**config.mk**
```make
export PLATFORM = sky130hd
export DESIGN_NAME = aux_adc_temp_sensor_ctrl
export DESIGN_NICKNAME = d
export VERILOG_FILES = /design/src/inc/aux_conv_pkg.sv /design/src/hw/sar_sequencer.sv /design/src/hw/aux_adc_temp_sensor_ctrl.sv
export VERILOG_INCLUDE_DIRS = /design/src /design/src/inc
export SDC_FILE = /design/constraint.sdc
export NUM_CORES = 1
export LEC_CHECK = 0
export ABC_CLOCK_PERIOD_IN_PS = 2300
export BUFFER_PORTS_ARGS = -buffer_cell sky130_fd_sc_hd__buf_4
export CAP_MARGIN = 30
export CORE_MARGIN = 1.5
export CORE_UTILIZATION = 45
export CTS_CLUSTER_SIZE = 24
export DETAILED_ROUTE_END_ITERATION = 12
export GPL_ROUTABILITY_DRIVEN = 0
export PLACE_DENSITY_LB_ADDON = 0.15
export SETUP_SLACK_MARGIN = 0.1
export SYNTH_ARGS = -nofsm -noshare
export SYNTH_HDL_FRONTEND = slang
export SYNTH_SLANG_ARGS = --single-unit
```
**constraint.sdc**
```tcl
create_clock -name core_clk_in -period 2.3 [get_ports core_clk_in]
set_input_delay 0.23 -clock core_clk_in [delete_from_list [all_inputs] [get_ports core_clk_in]]
set_output_delay 0.23 -clock core_clk_in [all_outputs]
set_load 0.01 [all_outputs]
```
**src/inc/aux_conv_params.svh**
```systemverilog
// Constants for the auxiliary converter and temperature sensor control block.
// Assumes 7-bit register addresses and 8-bit register data on the host port.
`ifndef AUX_CONV_PARAMS_SVH
`define AUX_CONV_PARAMS_SVH

// Register addresses
`define CONFIG_ADDR        7'h0f
`define AMP_OFFSET_ADDR    7'h10
`define RESULT_ADDR        7'h11
`define TEMP_CTRL_ADDR     7'h12
`define TEMP_OFFSET_ADDR   7'h13

// Reset values
`define CONFIG_RESET       7'h00
`define AMP_OFFSET_RESET   4'h0
`define RESULT_RESET       8'h00
`define TEMP_CTRL_RESET    8'h20
`define TEMP_OFFSET_RESET  8'h00
`define READ_ZERO          8'h00

// Converter configuration fields
`define START_BIT          7
`define SEL_HI             6
`define SEL_LO             4
`define REF_HI             3
`define REF_LO             2
`define GAIN_HI            1
`define GAIN_LO            0
`define AMP_OFFSET_HI      3

// Temperature sensor control fields
`define RANGE_HI           7
`define RANGE_LO           6
`define SHIFT_EN_BIT       5
`define TRIM_EN_BIT        4
`define TRIM_HI            3
`define TRIM_LO            0

// Input code of the temperature sensor
`define SEL_TEMP_SENSOR    3'h0

// Timing: conversion time and clock period
`define CONV_TIME_NS       350000
`define CLK_PERIOD_NS      10

// Successive approximation: eight trial slots plus one settle slot
`define SAR_SLOTS          9
`define CODE_MSB           8'h80
`define CODE_NONE          8'h00
`define COUNT_ONE          16'h0001

`endif

```
**src/inc/aux_conv_pkg.sv**
```systemverilog
// Types shared by the converter control block and its sequencer.
// Assumes the constants header sits on the include path.
`include "aux_conv_params.svh"

package aux_conv_pkg;

    // One host port request, sampled on a single clock edge
    typedef struct packed {
        logic       wr;
        logic       rd;
        logic [6:0] addr;
        logic [7:0] wdata;
    } reg_req_type;

    // Settings handed to the analog converter and sensor
    typedef struct packed {
        logic [2:0] input_select;
        logic [1:0] reference;
        logic [1:0] gain;
        logic [3:0] amp_offset;
        logic       temp_sensor_en;
        logic [1:0] temp_range;
        logic       temp_shift_enable_default;
        logic       trim_enable;
        logic [3:0] bandgap_trim;
        logic [7:0] temp_value_offset;
    } analog_ctrl_type;

    // Sequencer states
    typedef enum logic {
        SAR_IDLE = 1'b0,
        SAR_RUN  = 1'b1
    } sar_state_type;

endpackage

```
**src/hw/sar_sequencer.sv**
```systemverilog
// Successive approximation sequencer for the eight_bit_converter.
// Assumes comp_in is high while the analog input lies at or above trial_out.
`timescale 1ns/1ns
`include "aux_conv_params.svh"

module sar_sequencer #(
    parameter int CONV_CYCLES = `CONV_TIME_NS / `CLK_PERIOD_NS
) (
    // Clock and reset
    input  wire logic       core_clk_in,
    input  wire logic       resetn_in,
    // Control
    input  wire logic       start_in,
    input  wire logic       comp_in,
    // Status and data
    output logic            busy_out,
    output logic            done_out,
    output logic [7:0]      result_out,
    output logic [7:0]      trial_out
);
    localparam int STEP_RAW = CONV_CYCLES / `SAR_SLOTS;
    localparam int STEP     = (STEP_RAW < 1) ? 1 : STEP_RAW;
    localparam logic [15:0] LAST      = 16'(CONV_CYCLES - 1);
    localparam logic [15:0] STEP_LAST = 16'(STEP - 1);

    aux_conv_pkg::sar_state_type state, next_state;
    logic [15:0] cnt, next_cnt;
    logic [15:0] step_cnt, next_step_cnt;
    logic [7:0]  mask, next_mask;
    logic [7:0]  code, next_code;
    logic [7:0]  kept;

    assign busy_out   = (state == aux_conv_pkg::SAR_RUN);
    assign done_out   = busy_out && (cnt == LAST);
    assign result_out = code;
    assign trial_out  = code;

    // Next state; the bit trials finish before the fixed conversion time ends
    always_comb begin
        next_state    = state;
        next_cnt      = cnt;
        next_step_cnt = step_cnt;
        next_mask     = mask;
        next_code     = code;
        kept          = comp_in ? code : (code & ~mask);
        unique case (state)
            aux_conv_pkg::SAR_IDLE: begin
            end
            aux_conv_pkg::SAR_RUN: begin
                if (cnt == LAST) begin
                    next_state = aux_conv_pkg::SAR_IDLE;
                end else begin
                    next_cnt = cnt + `COUNT_ONE;
                end
                if (step_cnt == STEP_LAST) begin
                    next_step_cnt = 16'h0000;
                    if (mask != `CODE_NONE) begin
                        next_code = kept | (mask >> 1);
                        next_mask = mask >> 1;
                    end
                end else begin
                    next_step_cnt = step_cnt + `COUNT_ONE;
                end
            end
        endcase
        // A new start restarts the whole sequence, even on the final cycle
        if (start_in) begin
            next_state    = aux_conv_pkg::SAR_RUN;
            next_cnt      = 16'h0000;
            next_step_cnt = 16'h0000;
            next_mask     = `CODE_MSB;
            next_code     = `CODE_MSB;
        end
    end

    // Registers
    always_ff @(posedge core_clk_in) begin
        if (!resetn_in) begin
            state    <= aux_conv_pkg::SAR_IDLE;
            cnt      <= 16'h0000;
            step_cnt <= 16'h0000;
            mask     <= `CODE_NONE;
            code     <= `CODE_NONE;
        end else begin
            state    <= next_state;
            cnt      <= next_cnt;
            step_cnt <= next_step_cnt;
            mask     <= next_mask;
            code     <= next_code;
        end
    end

    property p_trial_msb_first;
        @(posedge core_clk_in) disable iff (!resetn_in)
        start_in |=> (trial_out == `CODE_MSB) && busy_out;
    endproperty
    a_trial_msb_first: assert property (p_trial_msb_first)
        else $error("trial code does not start at the top bit");

endmodule

```
**src/hw/aux_adc_temp_sensor_ctrl.sv**
```systemverilog
// Register file and control for the auxiliary converter and temperature sensor.
// Assumes host port requests are synchronous to core_clk_in, one per cycle.
//
// Behaviour
// - Eight-bit unsigned result in read-only register.
// - Three-bit select; code 000 picks sensor.
// - Default reference is internal bandgap.
// - Software sets start; hardware clears it.
// - Conversion lasts 350 us; busy throughout.
// - Two-bit gain field drives amplifier gain.
// - Four-bit coarse offset field drives amplifier.
// - Sensor enabled whenever select chooses it.
// - Range field selects temperature scale and step.
// - Shift enable off gives absolute mode; resets one.
// - Trim field, gated by enable, tunes bandgap.
// - Any reset restores all register defaults.
`timescale 1ns/1ns
`include "aux_conv_params.svh"

module aux_adc_temp_sensor_ctrl #(
    parameter int CONV_CYCLES = `CONV_TIME_NS / `CLK_PERIOD_NS
) (
    // Clock and reset
    input  wire logic                          core_clk_in,
    input  wire logic                          resetn_in,
    // Host register port
    input  wire aux_conv_pkg::reg_req_type     reg_req_in,
    output aux_conv_pkg::reg_req_type          unused_req_out,
    output logic [7:0]                         reg_rdata_out,
    // Analog converter side
    input  wire logic                          comp_in,
    output logic [7:0]                         trial_code_out,
    output logic                               conv_busy_out,
    output aux_conv_pkg::analog_ctrl_type      analog_ctrl_out
);
    logic [6:0] cfg, next_cfg;
    logic [3:0] amp_offset, next_amp_offset;
    logic [7:0] result, next_result;
    logic [7:0] temp_ctrl, next_temp_ctrl;
    logic [7:0] temp_offset, next_temp_offset;
    logic [7:0] next_rdata;
    aux_conv_pkg::analog_ctrl_type next_ctrl;
    aux_conv_pkg::reg_req_type     next_echo;
    logic       busy;
    logic       done;
    logic       start_req;
    logic [7:0] sar_result;
    logic       wr_cfg;

    // Conversion sequencer
    sar_sequencer #(
        .CONV_CYCLES (CONV_CYCLES)
    ) u_sar (
        .core_clk_in (core_clk_in),
        .resetn_in   (resetn_in),
        .start_in    (start_req),
        .comp_in     (comp_in),
        .busy_out    (busy),
        .done_out    (done),
        .result_out  (sar_result),
        .trial_out   (trial_code_out)
    );

    assign conv_busy_out = busy;

    // Register writes and conversion start
    always_comb begin
        wr_cfg           = reg_req_in.wr && (reg_req_in.addr == `CONFIG_ADDR);
        start_req        = wr_cfg && reg_req_in.wdata[`START_BIT] && (!busy || done);
        next_cfg         = wr_cfg ? reg_req_in.wdata[`SEL_HI:`GAIN_LO] : cfg;
        next_amp_offset  = amp_offset;
        next_temp_ctrl   = temp_ctrl;
        next_temp_offset = temp_offset;
        if (reg_req_in.wr && (reg_req_in.addr == `AMP_OFFSET_ADDR)) begin
            next_amp_offset = reg_req_in.wdata[`AMP_OFFSET_HI:0];
        end
        if (reg_req_in.wr && (reg_req_in.addr == `TEMP_CTRL_ADDR)) begin
            next_temp_ctrl = reg_req_in.wdata;
        end
        if (reg_req_in.wr && (reg_req_in.addr == `TEMP_OFFSET_ADDR)) begin
            next_temp_offset = reg_req_in.wdata;
        end
        next_result = done ? sar_result : result;
    end

    // Analog settings follow the registers; the sensor powers only when selected
    always_comb begin
        next_ctrl.input_select              = next_cfg[`SEL_HI:`SEL_LO];
        next_ctrl.reference                 = next_cfg[`REF_HI:`REF_LO];
        next_ctrl.gain                      = next_cfg[`GAIN_HI:`GAIN_LO];
        next_ctrl.amp_offset                = next_amp_offset;
        next_ctrl.temp_sensor_en            = (next_cfg[`SEL_HI:`SEL_LO] == `SEL_TEMP_SENSOR);
        next_ctrl.temp_range                = next_temp_ctrl[`RANGE_HI:`RANGE_LO];
        next_ctrl.temp_shift_enable_default = next_temp_ctrl[`SHIFT_EN_BIT];
        next_ctrl.trim_enable               = next_temp_ctrl[`TRIM_EN_BIT];
        next_ctrl.bandgap_trim              = next_temp_ctrl[`TRIM_HI:`TRIM_LO];
        next_ctrl.temp_value_offset         = next_temp_offset;
    end

    // Read data, one cycle after the read strobe; unmapped addresses read zero
    always_comb begin
        next_rdata = reg_rdata_out;
        next_echo  = reg_req_in;
        if (reg_req_in.rd) begin
            unique case (reg_req_in.addr)
                `CONFIG_ADDR:      next_rdata = {busy, cfg};
                `AMP_OFFSET_ADDR:  next_rdata = {4'h0, amp_offset};
                `RESULT_ADDR:      next_rdata = result;
                `TEMP_CTRL_ADDR:   next_rdata = temp_ctrl;
                `TEMP_OFFSET_ADDR: next_rdata = temp_offset;
                default:           next_rdata = `READ_ZERO;
            endcase
        end
    end

    always_ff @(posedge core_clk_in) begin
        if (!resetn_in) begin
            cfg             <= `CONFIG_RESET;
            amp_offset      <= `AMP_OFFSET_RESET;
            result          <= `RESULT_RESET;
            temp_ctrl       <= `TEMP_CTRL_RESET;
            temp_offset     <= `TEMP_OFFSET_RESET;
            reg_rdata_out   <= `READ_ZERO;
            unused_req_out  <= '0;
            analog_ctrl_out <= {3'h0, 2'h0, 2'h0, 4'h0, 1'b1, 2'h0, 1'b1, 1'b0, 4'h0, 8'h00};
        end else begin
            cfg             <= next_cfg;
            amp_offset      <= next_amp_offset;
            result          <= next_result;
            temp_ctrl       <= next_temp_ctrl;
            temp_offset     <= next_temp_offset;
            reg_rdata_out   <= next_rdata;
            unused_req_out  <= next_echo;
            analog_ctrl_out <= next_ctrl;
        end
    end

    // Helper: length of the current busy interval
    logic [15:0] busy_len;
    always_ff @(posedge core_clk_in) begin
        if (!resetn_in) begin
            busy_len <= 16'h0000;
        end else begin
            // A start, fresh or on the final cycle, opens a new interval at zero
            busy_len <= start_req ? 16'h0000 : (busy ? busy_len + `COUNT_ONE : 16'h0000);
        end
    end
    localparam logic [15:0] CONV_LEN = 16'(CONV_CYCLES);

    property p_start_sets_busy;
        @(posedge core_clk_in) disable iff (!resetn_in)
        (wr_cfg && reg_req_in.wdata[`START_BIT] && !busy) |=> busy ##0 conv_busy_out;
    endproperty
    a_start_sets_busy: assert property (p_start_sets_busy)
        else $error("start write did not set busy");

    property p_busy_length;
        @(posedge core_clk_in) disable iff (!resetn_in)
        $fell(busy) |-> (busy_len == CONV_LEN);
    endproperty
    a_busy_length: assert property (p_busy_length)
        else $error("busy interval differs from conversion time");

    property p_result_holds;
        @(posedge core_clk_in) disable iff (!resetn_in)
        !done |=> $stable(result);
    endproperty
    a_result_holds: assert property (p_result_holds)
        else $error("result changed without a finished conversion");

    property p_result_loads;
        @(posedge core_clk_in) disable iff (!resetn_in)
        done |=> (result == $past(sar_result)) && !busy || $past(start_req);
    endproperty
    a_result_loads: assert property (p_result_loads)
        else $error("result not loaded at end of conversion");

    property p_sensor_enable;
        @(posedge core_clk_in) disable iff (!resetn_in)
        analog_ctrl_out.temp_sensor_en == (cfg[`SEL_HI:`SEL_LO] == `SEL_TEMP_SENSOR);
    endproperty
    a_sensor_enable: assert property (p_sensor_enable)
        else $error("sensor enable does not follow input select");

    property p_select_routed;
        @(posedge core_clk_in) disable iff (!resetn_in)
        wr_cfg |=> analog_ctrl_out.input_select == $past(reg_req_in.wdata[`SEL_HI:`SEL_LO]);
    endproperty
    a_select_routed: assert property (p_select_routed)
        else $error("input select not routed to converter");

    property p_gain_ref_routed;
        @(posedge core_clk_in) disable iff (!resetn_in)
        analog_ctrl_out.gain == cfg[`GAIN_HI:`GAIN_LO] &&
        analog_ctrl_out.reference == cfg[`REF_HI:`REF_LO];
    endproperty
    a_gain_ref_routed: assert property (p_gain_ref_routed)
        else $error("gain or reference not routed");

    property p_offset_routed;
        @(posedge core_clk_in) disable iff (!resetn_in)
        analog_ctrl_out.amp_offset == amp_offset;
    endproperty
    a_offset_routed: assert property (p_offset_routed)
        else $error("coarse offset not routed");

    property p_temp_fields;
        @(posedge core_clk_in) disable iff (!resetn_in)
        {analog_ctrl_out.temp_range, analog_ctrl_out.temp_shift_enable_default,
         analog_ctrl_out.trim_enable, analog_ctrl_out.bandgap_trim} == temp_ctrl;
    endproperty
    a_temp_fields: assert property (p_temp_fields)
        else $error("temperature control fields not routed");

    property p_reset_defaults;
        @(posedge core_clk_in)
        !resetn_in |=> cfg == `CONFIG_RESET && temp_ctrl == `TEMP_CTRL_RESET &&
                       analog_ctrl_out.temp_shift_enable_default && !busy &&
                       analog_ctrl_out.reference == 2'h0;
    endproperty
    a_reset_defaults: assert property (p_reset_defaults)
        else $error("reset did not restore defaults");

    property p_busy_readback;
        @(posedge core_clk_in) disable iff (!resetn_in)
        (reg_req_in.rd && reg_req_in.addr == `CONFIG_ADDR) |=>
            reg_rdata_out[`START_BIT] == $past(busy);
    endproperty
    a_busy_readback: assert property (p_busy_readback)
        else $error("start bit readback does not show busy");

    c_conversion_done: cover property (@(posedge core_clk_in) disable iff (!resetn_in)
        done ##1 !busy);
    c_temp_measure: cover property (@(posedge core_clk_in) disable iff (!resetn_in)
        start_req && analog_ctrl_out.temp_sensor_en);
    c_restart_at_done: cover property (@(posedge core_clk_in) disable iff (!resetn_in)
        start_req && done);

endmodule

```
Word-level counts from Yosys, hierarchy flattened
Index checks and enable logic that the tools add are counted.
{ "word_totals": {"word_cells": 73, "ramBits": 0, "rom_bits": 0, "latch_bits": 0, "mem_count": 0, "output_inout_bits": 62, "ff_bits": 125, "in_bits": 20} }
{ "op_classes": {"magnitude_cmp": 0, "div_mod_pow": 0, "n_addsub": 2, "bitwise": 5, "multipliers": 0, "eq_ne": 7, "n_reduce_logical": 18, "mux": 16, "shift": 0} }
{ "ops": {"columns": ["cell", "count"], "rows": [
  ["2-to-1 mux 8 bit", 10],
  ["one-hot mux 8 bit (5 select lines)", 1],
  ["adder 16 x 1 -> 16 bit, second input constant", 2],
  ["equality test 7 x 5 -> 1 bit, second input constant", 4],
  ["equality test 16 x 12 -> 1 bit, second input constant", 1],
  ["equality test 16 bit, second input constant", 1],
  ["2-to-1 mux 16 bit", 1],
  ["bitwise AND 8 bit", 1],
  ["inverter 8 bit", 1],
  ["OR 8 x 7 -> 8 bit", 1],
  ["nonzero test 8 bit", 1],
  ["equality test 7 x 4 -> 1 bit, second input constant", 1],
  ["logical AND 1 bit", 7],
  ["2-to-1 mux 7 bit", 1],
  ["AND reduction 3 bit", 2],
  ["nonzero test 2 bit", 3],
  ["logical NOT 3 bit", 1],
  ["2-to-1 mux 1 bit", 3],
  ["inverter 1 bit", 2],
  ["AND reduction 2 bit", 1],
  ["OR reduction 2 bit", 1],
  ["logical NOT 1 bit", 1],
  ["logical OR 1 bit", 1]
]} }

Depth between registers and ports, before layout
{ "logic_depth": {"ltp_word": 8, "depth_mapped": 7, "ltp_nobuf": 5} }

Modules after synthesis
A second synthesis with hierarchy kept.
{ "unflattened": {"cells_unflattened": 499, "hier_area_um2": 4591.9} }
{ "by_module_without_submodules": {"columns": ["module", "instances", "seq_area_each_um2", "cells_each", "area_per_inst_um2"], "rows": [
  ["aux_adc_temp_sensor_ctrl", 1, 1221.2, 239, 2389.8],
  ["sar_sequencer", 1, 980.9, 260, 2202.1]
]} }

Worst setup path before layout
OpenSTA, ideal clock, no wires.
{ "synth_path": {"kind": "flip-flop to flip-flop", "from": "register u_sar.cnt[0]", "to": "register u_sar.code[0] (netlist: u_sar.result_out[0])", "t_required_ns": 2.178, "stages_incl_launch_ff": 8, "arrival_time_ns": 1.617, "setup_time_ns": 0.122, "synth_period_minus_slack_ns": 1.739, "path_slack_ns": 0.561, "path_cell_list": "dfxtp_1 ha_1 and4_2 nand4_1 a31oi_1 buf_2 buf_4 a21oi_1"} }
{ "synth_via": {"elab_chain_cells": 5} }
{ "synth_rtl": {"columns": ["item", "line_no", "text"], "rows": [
  ["start, declared", "sar_sequencer.sv:27", "logic [15:0] cnt, next_cnt;"],
  ["start signal, assigned", "sar_sequencer.sv:86", "cnt <= next_cnt;"],
  ["equality test 16 bit", "sar_sequencer.sv:34", "assign done_out = busy_out && (cnt == LAST);"],
  ["logical AND 1 bit", "sar_sequencer.sv:34", null],
  ["logical OR 1 bit", "aux_adc_temp_sensor_ctrl.sv:69", "start_req = wr_cfg && reg_req_in.wdata[`START_BIT] && (!busy || done);"],
  ["logical AND 1 bit", "aux_adc_temp_sensor_ctrl.sv:69", null],
  ["OR reduction 2 bit (no source line)", null, null],
  ["end signal, assigned", "sar_sequencer.sv:83", "code <= `CODE_NONE;"],
  ["end signal, assigned", "sar_sequencer.sv:89", "code <= next_code;"],
  ["end, declared", "sar_sequencer.sv:30", "logic [7:0] code, next_code;"]
]} }
No other way between the ends.
A chain may end at the register's enable or synchronous reset.

Worst setup path in the final report
{ "layout_path": {"from": "register u_sar.cnt[11]", "to": "register u_sar.cnt[2]"} }
{ "layout_via": {"elab_chain_cells": 5} }
{ "layout_rtl": {"columns": ["item", "line_no"], "rows": [
  ["equality test 16 bit (*)", "sar_sequencer.sv:34, sar_sequencer.sv:50"],
  ["logical AND 1 bit", "sar_sequencer.sv:34"],
  ["logical OR 1 bit", "aux_adc_temp_sensor_ctrl.sv:69"],
  ["logical AND 1 bit", "aux_adc_temp_sensor_ctrl.sv:69"],
  ["OR reduction 2 bit (no source line)", null]
]} }
Mark *: on every way between the ends. The rest lies on a longest branch, timed or not.

==> results.rst <==
.. list-table::
   :header-rows: 1

   * - Metric
     - Value
   * - Status
     - complete, no violations
   * - CTS tree
     - yes
   * - # IOs
     - 82
   * - Clock Root Buffer
     - sky130_fd_sc_hd__clkbuf_8
   * - Starting utilization of the core area
     - 46.84%
   * - Crit path launch type
     - register
   * - Post-synth top area cell
     - sky130_fd_sc_hd__dfxtp_1
   * - Global-route wire length before repair
     - 18320 µm
   * - Max-cap viol count
     - 0
   * - Net count, final
     - 600
   * - Die Height
     - 104.6 µm
   * - Mapped Area
     - 4642 µm²
   * - Seq/Total Area, Yosys
     - 47.44%
   * - Mean routed wirelength per cell
     - 15.35 µm
   * - Clock slew seen by the registers of the worst setup and hold paths
     - 0.12 ns
   * - Final worst path period share
     - 81.37%
   * - DRT Wirelength
     - 10990 µm
   * - Cts hold-fix bufs
     - 0
   * - Upper clock frequency limit
     - 534.3 MHz
   * - Slew of the pin with the lowest slew margin
     - 0.7640 ns
   * - Synth Net Count
     - 524
   * - Iteration count of the initial detailed-routing pass
     - 4
   * - Worst VDD drop
     - 345.6 µV
   * - Number of global-route vias before repair
     - 3639
   * - Antenna Diode Count
     - 0
   * - Std-Cell Rows
     - 36
   * - Library cells used by synthesis
     - 57
   * - Area overhead of the layout relative to synthesis
     - 21.21%
   * - Vias per inst
     - 5.479
   * - Setup-failing EPs final
     - 0
   * - Max Slew Vio Count
     - 0
   * - Antenna violations before repair
     - 0
   * - Type of the worst min-delay path
     - in -> reg
   * - Stage delay of the slowest cell on the critical path
     - 0.51 ns
   * - Post-synthesis instance total
     - 502
   * - Static power due to leakage
     - 2.222 nW
   * - Most used flip-flop cell after synthesis
     - sky130_fd_sc_hd__dfxtp_1
   * - Number of violations reported at the end of detailed-routing iteration 0
     - 125
   * - Setup fix buffers added after clock tree synthesis
     - 0
   * - CP arrival
     - 2.16 ns
   * - Number of buffers on the longest clock path
     - 2
   * - PnR Total Power
     - 0.003384 W
   * - Fraction of synthesized cell area taken by the top area cell type
     - 47.44%
   * - Met3 usage
     - 3.618%
   * - I/O Buffers
     - 81
   * - Met1 layer usage reported by global route
     - 28.04%
   * - Maximum clock skew at final layout
     - 0.01690 ns
   * - Detail Route Antenna Nets
     - 0
   * - Top cells by area in the synthesized netlist
     - sky130_fd_sc_hd__dfxtp_1, sky130_fd_sc_hd__a21oi_1, sky130_fd_sc_hd__mux2i_1
   * - Largest delay contributor family on the critical path
     - simple AND/OR/NAND/NOR gates
   * - Shortest clock period the worst path allows after layout
     - 1.872 ns
   * - Yosys warnings
     - 0
   * - Width of the die
     - 104.6 µm
   * - Critical Path Sink Type
     - register
   * - H-tree depth reported by CTS
     - 3
   * - Mean cell area of the mapped netlist
     - 9.247 µm²
   * - Total Negative Setup Slacks
     - 0 ns
   * - Layout fillers
     - 912
   * - Hold Vio Cnt, Final
     - 0
   * - Half-perimeter wire length of the detailed placement result
     - 7830 µm
   * - Area of the die
     - 10930 µm²
   * - Total of cells resized after clock tree synthesis
     - 0
   * - Flip-flop and latch count after synthesis
     - 110
   * - GR Util met2
     - 33.22%
   * - Bufs and invs on worst path
     - 1
   * - Remaining global-route overflow
     - 0
   * - Slew margin rel.
     - 48.99%
   * - CP max FO
     - 11
   * - Proportion of register bits with asynchronous set or reset after synthesis
     - 0%
   * - Pwr/cell area
     - 601.3 nW/µm²
   * - Worst Path Class, Setup
     - reg -> reg
   * - Busiest metal layer after global routing
     - met2
   * - Worst EP required
     - 2.59 ns
   * - Pin count of the biggest net entering global routing
     - 46
   * - Number of flops mapped to enable cells by yosys
     - 0
   * - Critical-path cell list
     - or4b_1, nor4_4, buf_4, o2bb2ai_2, a311oi_2
   * - Sink count of the clock tree
     - 110
   * - DRC errors left
     - 0
   * - RSZ-0062 raised after global routing
     - false
   * - Critical-path cell with the highest stage delay
     - sky130_fd_sc_hd__or4b_1
   * - Core Area
     - 9910 µm²
   * - Insertion delay of the later-clocked pin in the worst-skew pair
     - 0.38 ns
   * - Overall fraction of global-route tracks in use
     - 20.66%
   * - Via count
     - 3923
   * - Clock buffers created by TritonCTS
     - 9
   * - Share of layout cells above drive strength 1
     - 23.33%
==> registers in the layout, indices dropped and copies added, names as in the netlist, 8 cells and up <==
register          cells
temp_offset           8
analog_ctrl_out      11
result                8
u_sar.cnt            16
unused_req_out       17
u_sar.step_cnt       16
reg_rdata_out         8
u_sar.mask            8
u_sar.result_out      8
==> logic make-up after synthesis <==
group	Yosys count	synth area share (%)
compound gates	117	14.56
xor+xnor	17	3.207
fa+ha+maj	2	0.5390
buf+inv	37	3.584
flops	110	47.44
mux	28	7.224
simple gates	191	23.45
==> cell usage after synthesis, types with 3 or more instances <==
library cell and instances:
sky130_fd_sc_hd__xnor2_1 7, sky130_fd_sc_hd__nor3_1 11, sky130_fd_sc_hd__and4_1 6, sky130_fd_sc_hd__nand2b_1 9, sky130_fd_sc_hd__clkbuf_1 18, sky130_fd_sc_hd__o21ai_0 37
sky130_fd_sc_hd__nor4_1 8, sky130_fd_sc_hd__mux2_2 4, sky130_fd_sc_hd__mux4_2 4, sky130_fd_sc_hd__and3_1 3, sky130_fd_sc_hd__xor2_1 10, sky130_fd_sc_hd__or3_1 7
sky130_fd_sc_hd__and2_1 20, sky130_fd_sc_hd__nand4_1 16, sky130_fd_sc_hd__dfxtp_1 110, sky130_fd_sc_hd__a31oi_1 3, sky130_fd_sc_hd__a22o_1 4, sky130_fd_sc_hd__buf_2 10
sky130_fd_sc_hd__inv_1 4, sky130_fd_sc_hd__a22oi_1 8, sky130_fd_sc_hd__nor2_1 33, sky130_fd_sc_hd__mux2i_1 20, sky130_fd_sc_hd__nand2_1 38, sky130_fd_sc_hd__a21oi_1 48
sky130_fd_sc_hd__o21ai_1 5, sky130_fd_sc_hd__o211ai_1 5, sky130_fd_sc_hd__nand3_1 17
==> metal layers <==
metal | part of all wire, % | vias to the layer above | wire length (µm)
li1 | - | 1967 | -
met1 | 47 | 1852 | 5176
met2 | 46 | 92 | 5104
met4 | 1.3 | 0 | 143
met3 | 5.2 | 12 | 569
met5 | 0 | - | 0
==> area by class of cell <==
class                      instances  area [µm²]  area share (%)
tap                              133       166.4           2.958
clock inverter                     7       95.09           1.690
sequential                       110        2202           39.14
clock buffer                       9       123.9           2.201
inverter                           5       18.77          0.3336
multi-input combinational        355        2280           40.52
timing repair buffer              97       740.7           13.16
==> final timing paths <==
| kind | slack [ns] | endpoint | cells after the start | start |
|---|---|---|---|---|
| max | 0.43 | u_sar.cnt[2] | 5 | u_sar.cnt[11] |
| min reg2reg | 0.46 | u_sar.mask[0] | 2 | u_sar.mask[0] |
| max reg2reg | 0.43 | u_sar.cnt[2] | 5 | u_sar.cnt[11] |
| min | 0.08 | unused_req_out[10] | 2 | reg_req_in[10] |
==> cells in the final DEF (no fill, tap or decap), drive strengths merged, types with 10 or more instances in the layout <==
cell / synthesis / layout
and2: 20 / 20
xor2: 10 / 10
nand4: 16 / 16
inv: 5 / 10
a21oi: 49 / 49
mux2i: 20 / 20
dfxtp: 110 / 110
buf: 14 / 97
nor4: 10 / 10
nor3: 11 / 11
nor2: 33 / 33
nand2: 39 / 39
nand3: 19 / 19
o21ai: 42 / 42
==> metrics by stage <==
step                      cell area [µm²]  setup slack [ns]  instances  hold slack, ns  util (%)
after floorplan                      4642            0.5612        502          0.3517         -
after global placement               5408            0.4761        700          0.4434     54.57
after detailed placement             5408            0.4594        700          0.4553     54.57
after CTS                            5627            0.4137        716         0.06532     56.78
after global routing                 5627            0.2952        716         0.06934     56.78
final                                5627            0.4284        716         0.08150     56.78
==> worst register-to-register path, cell delays in order (launching register included) <==
cell	delay, ns
sky130_fd_sc_hd__dfxtp_1	0.44
sky130_fd_sc_hd__or4b_1	0.51
sky130_fd_sc_hd__nor4_4	0.23
sky130_fd_sc_hd__buf_4	0.22
sky130_fd_sc_hd__o2bb2ai_2	0.14
sky130_fd_sc_hd__a311oi_2	0.25
==> power by group <==
part	switching (W)	leakage (nW)	internal [W]
clock network	0.000725	0.111	0.000540
registers	0.00000866	0.892	0.00193
logic	0.000102	1.22	0.0000806
(Power assumes the default switching activity.)
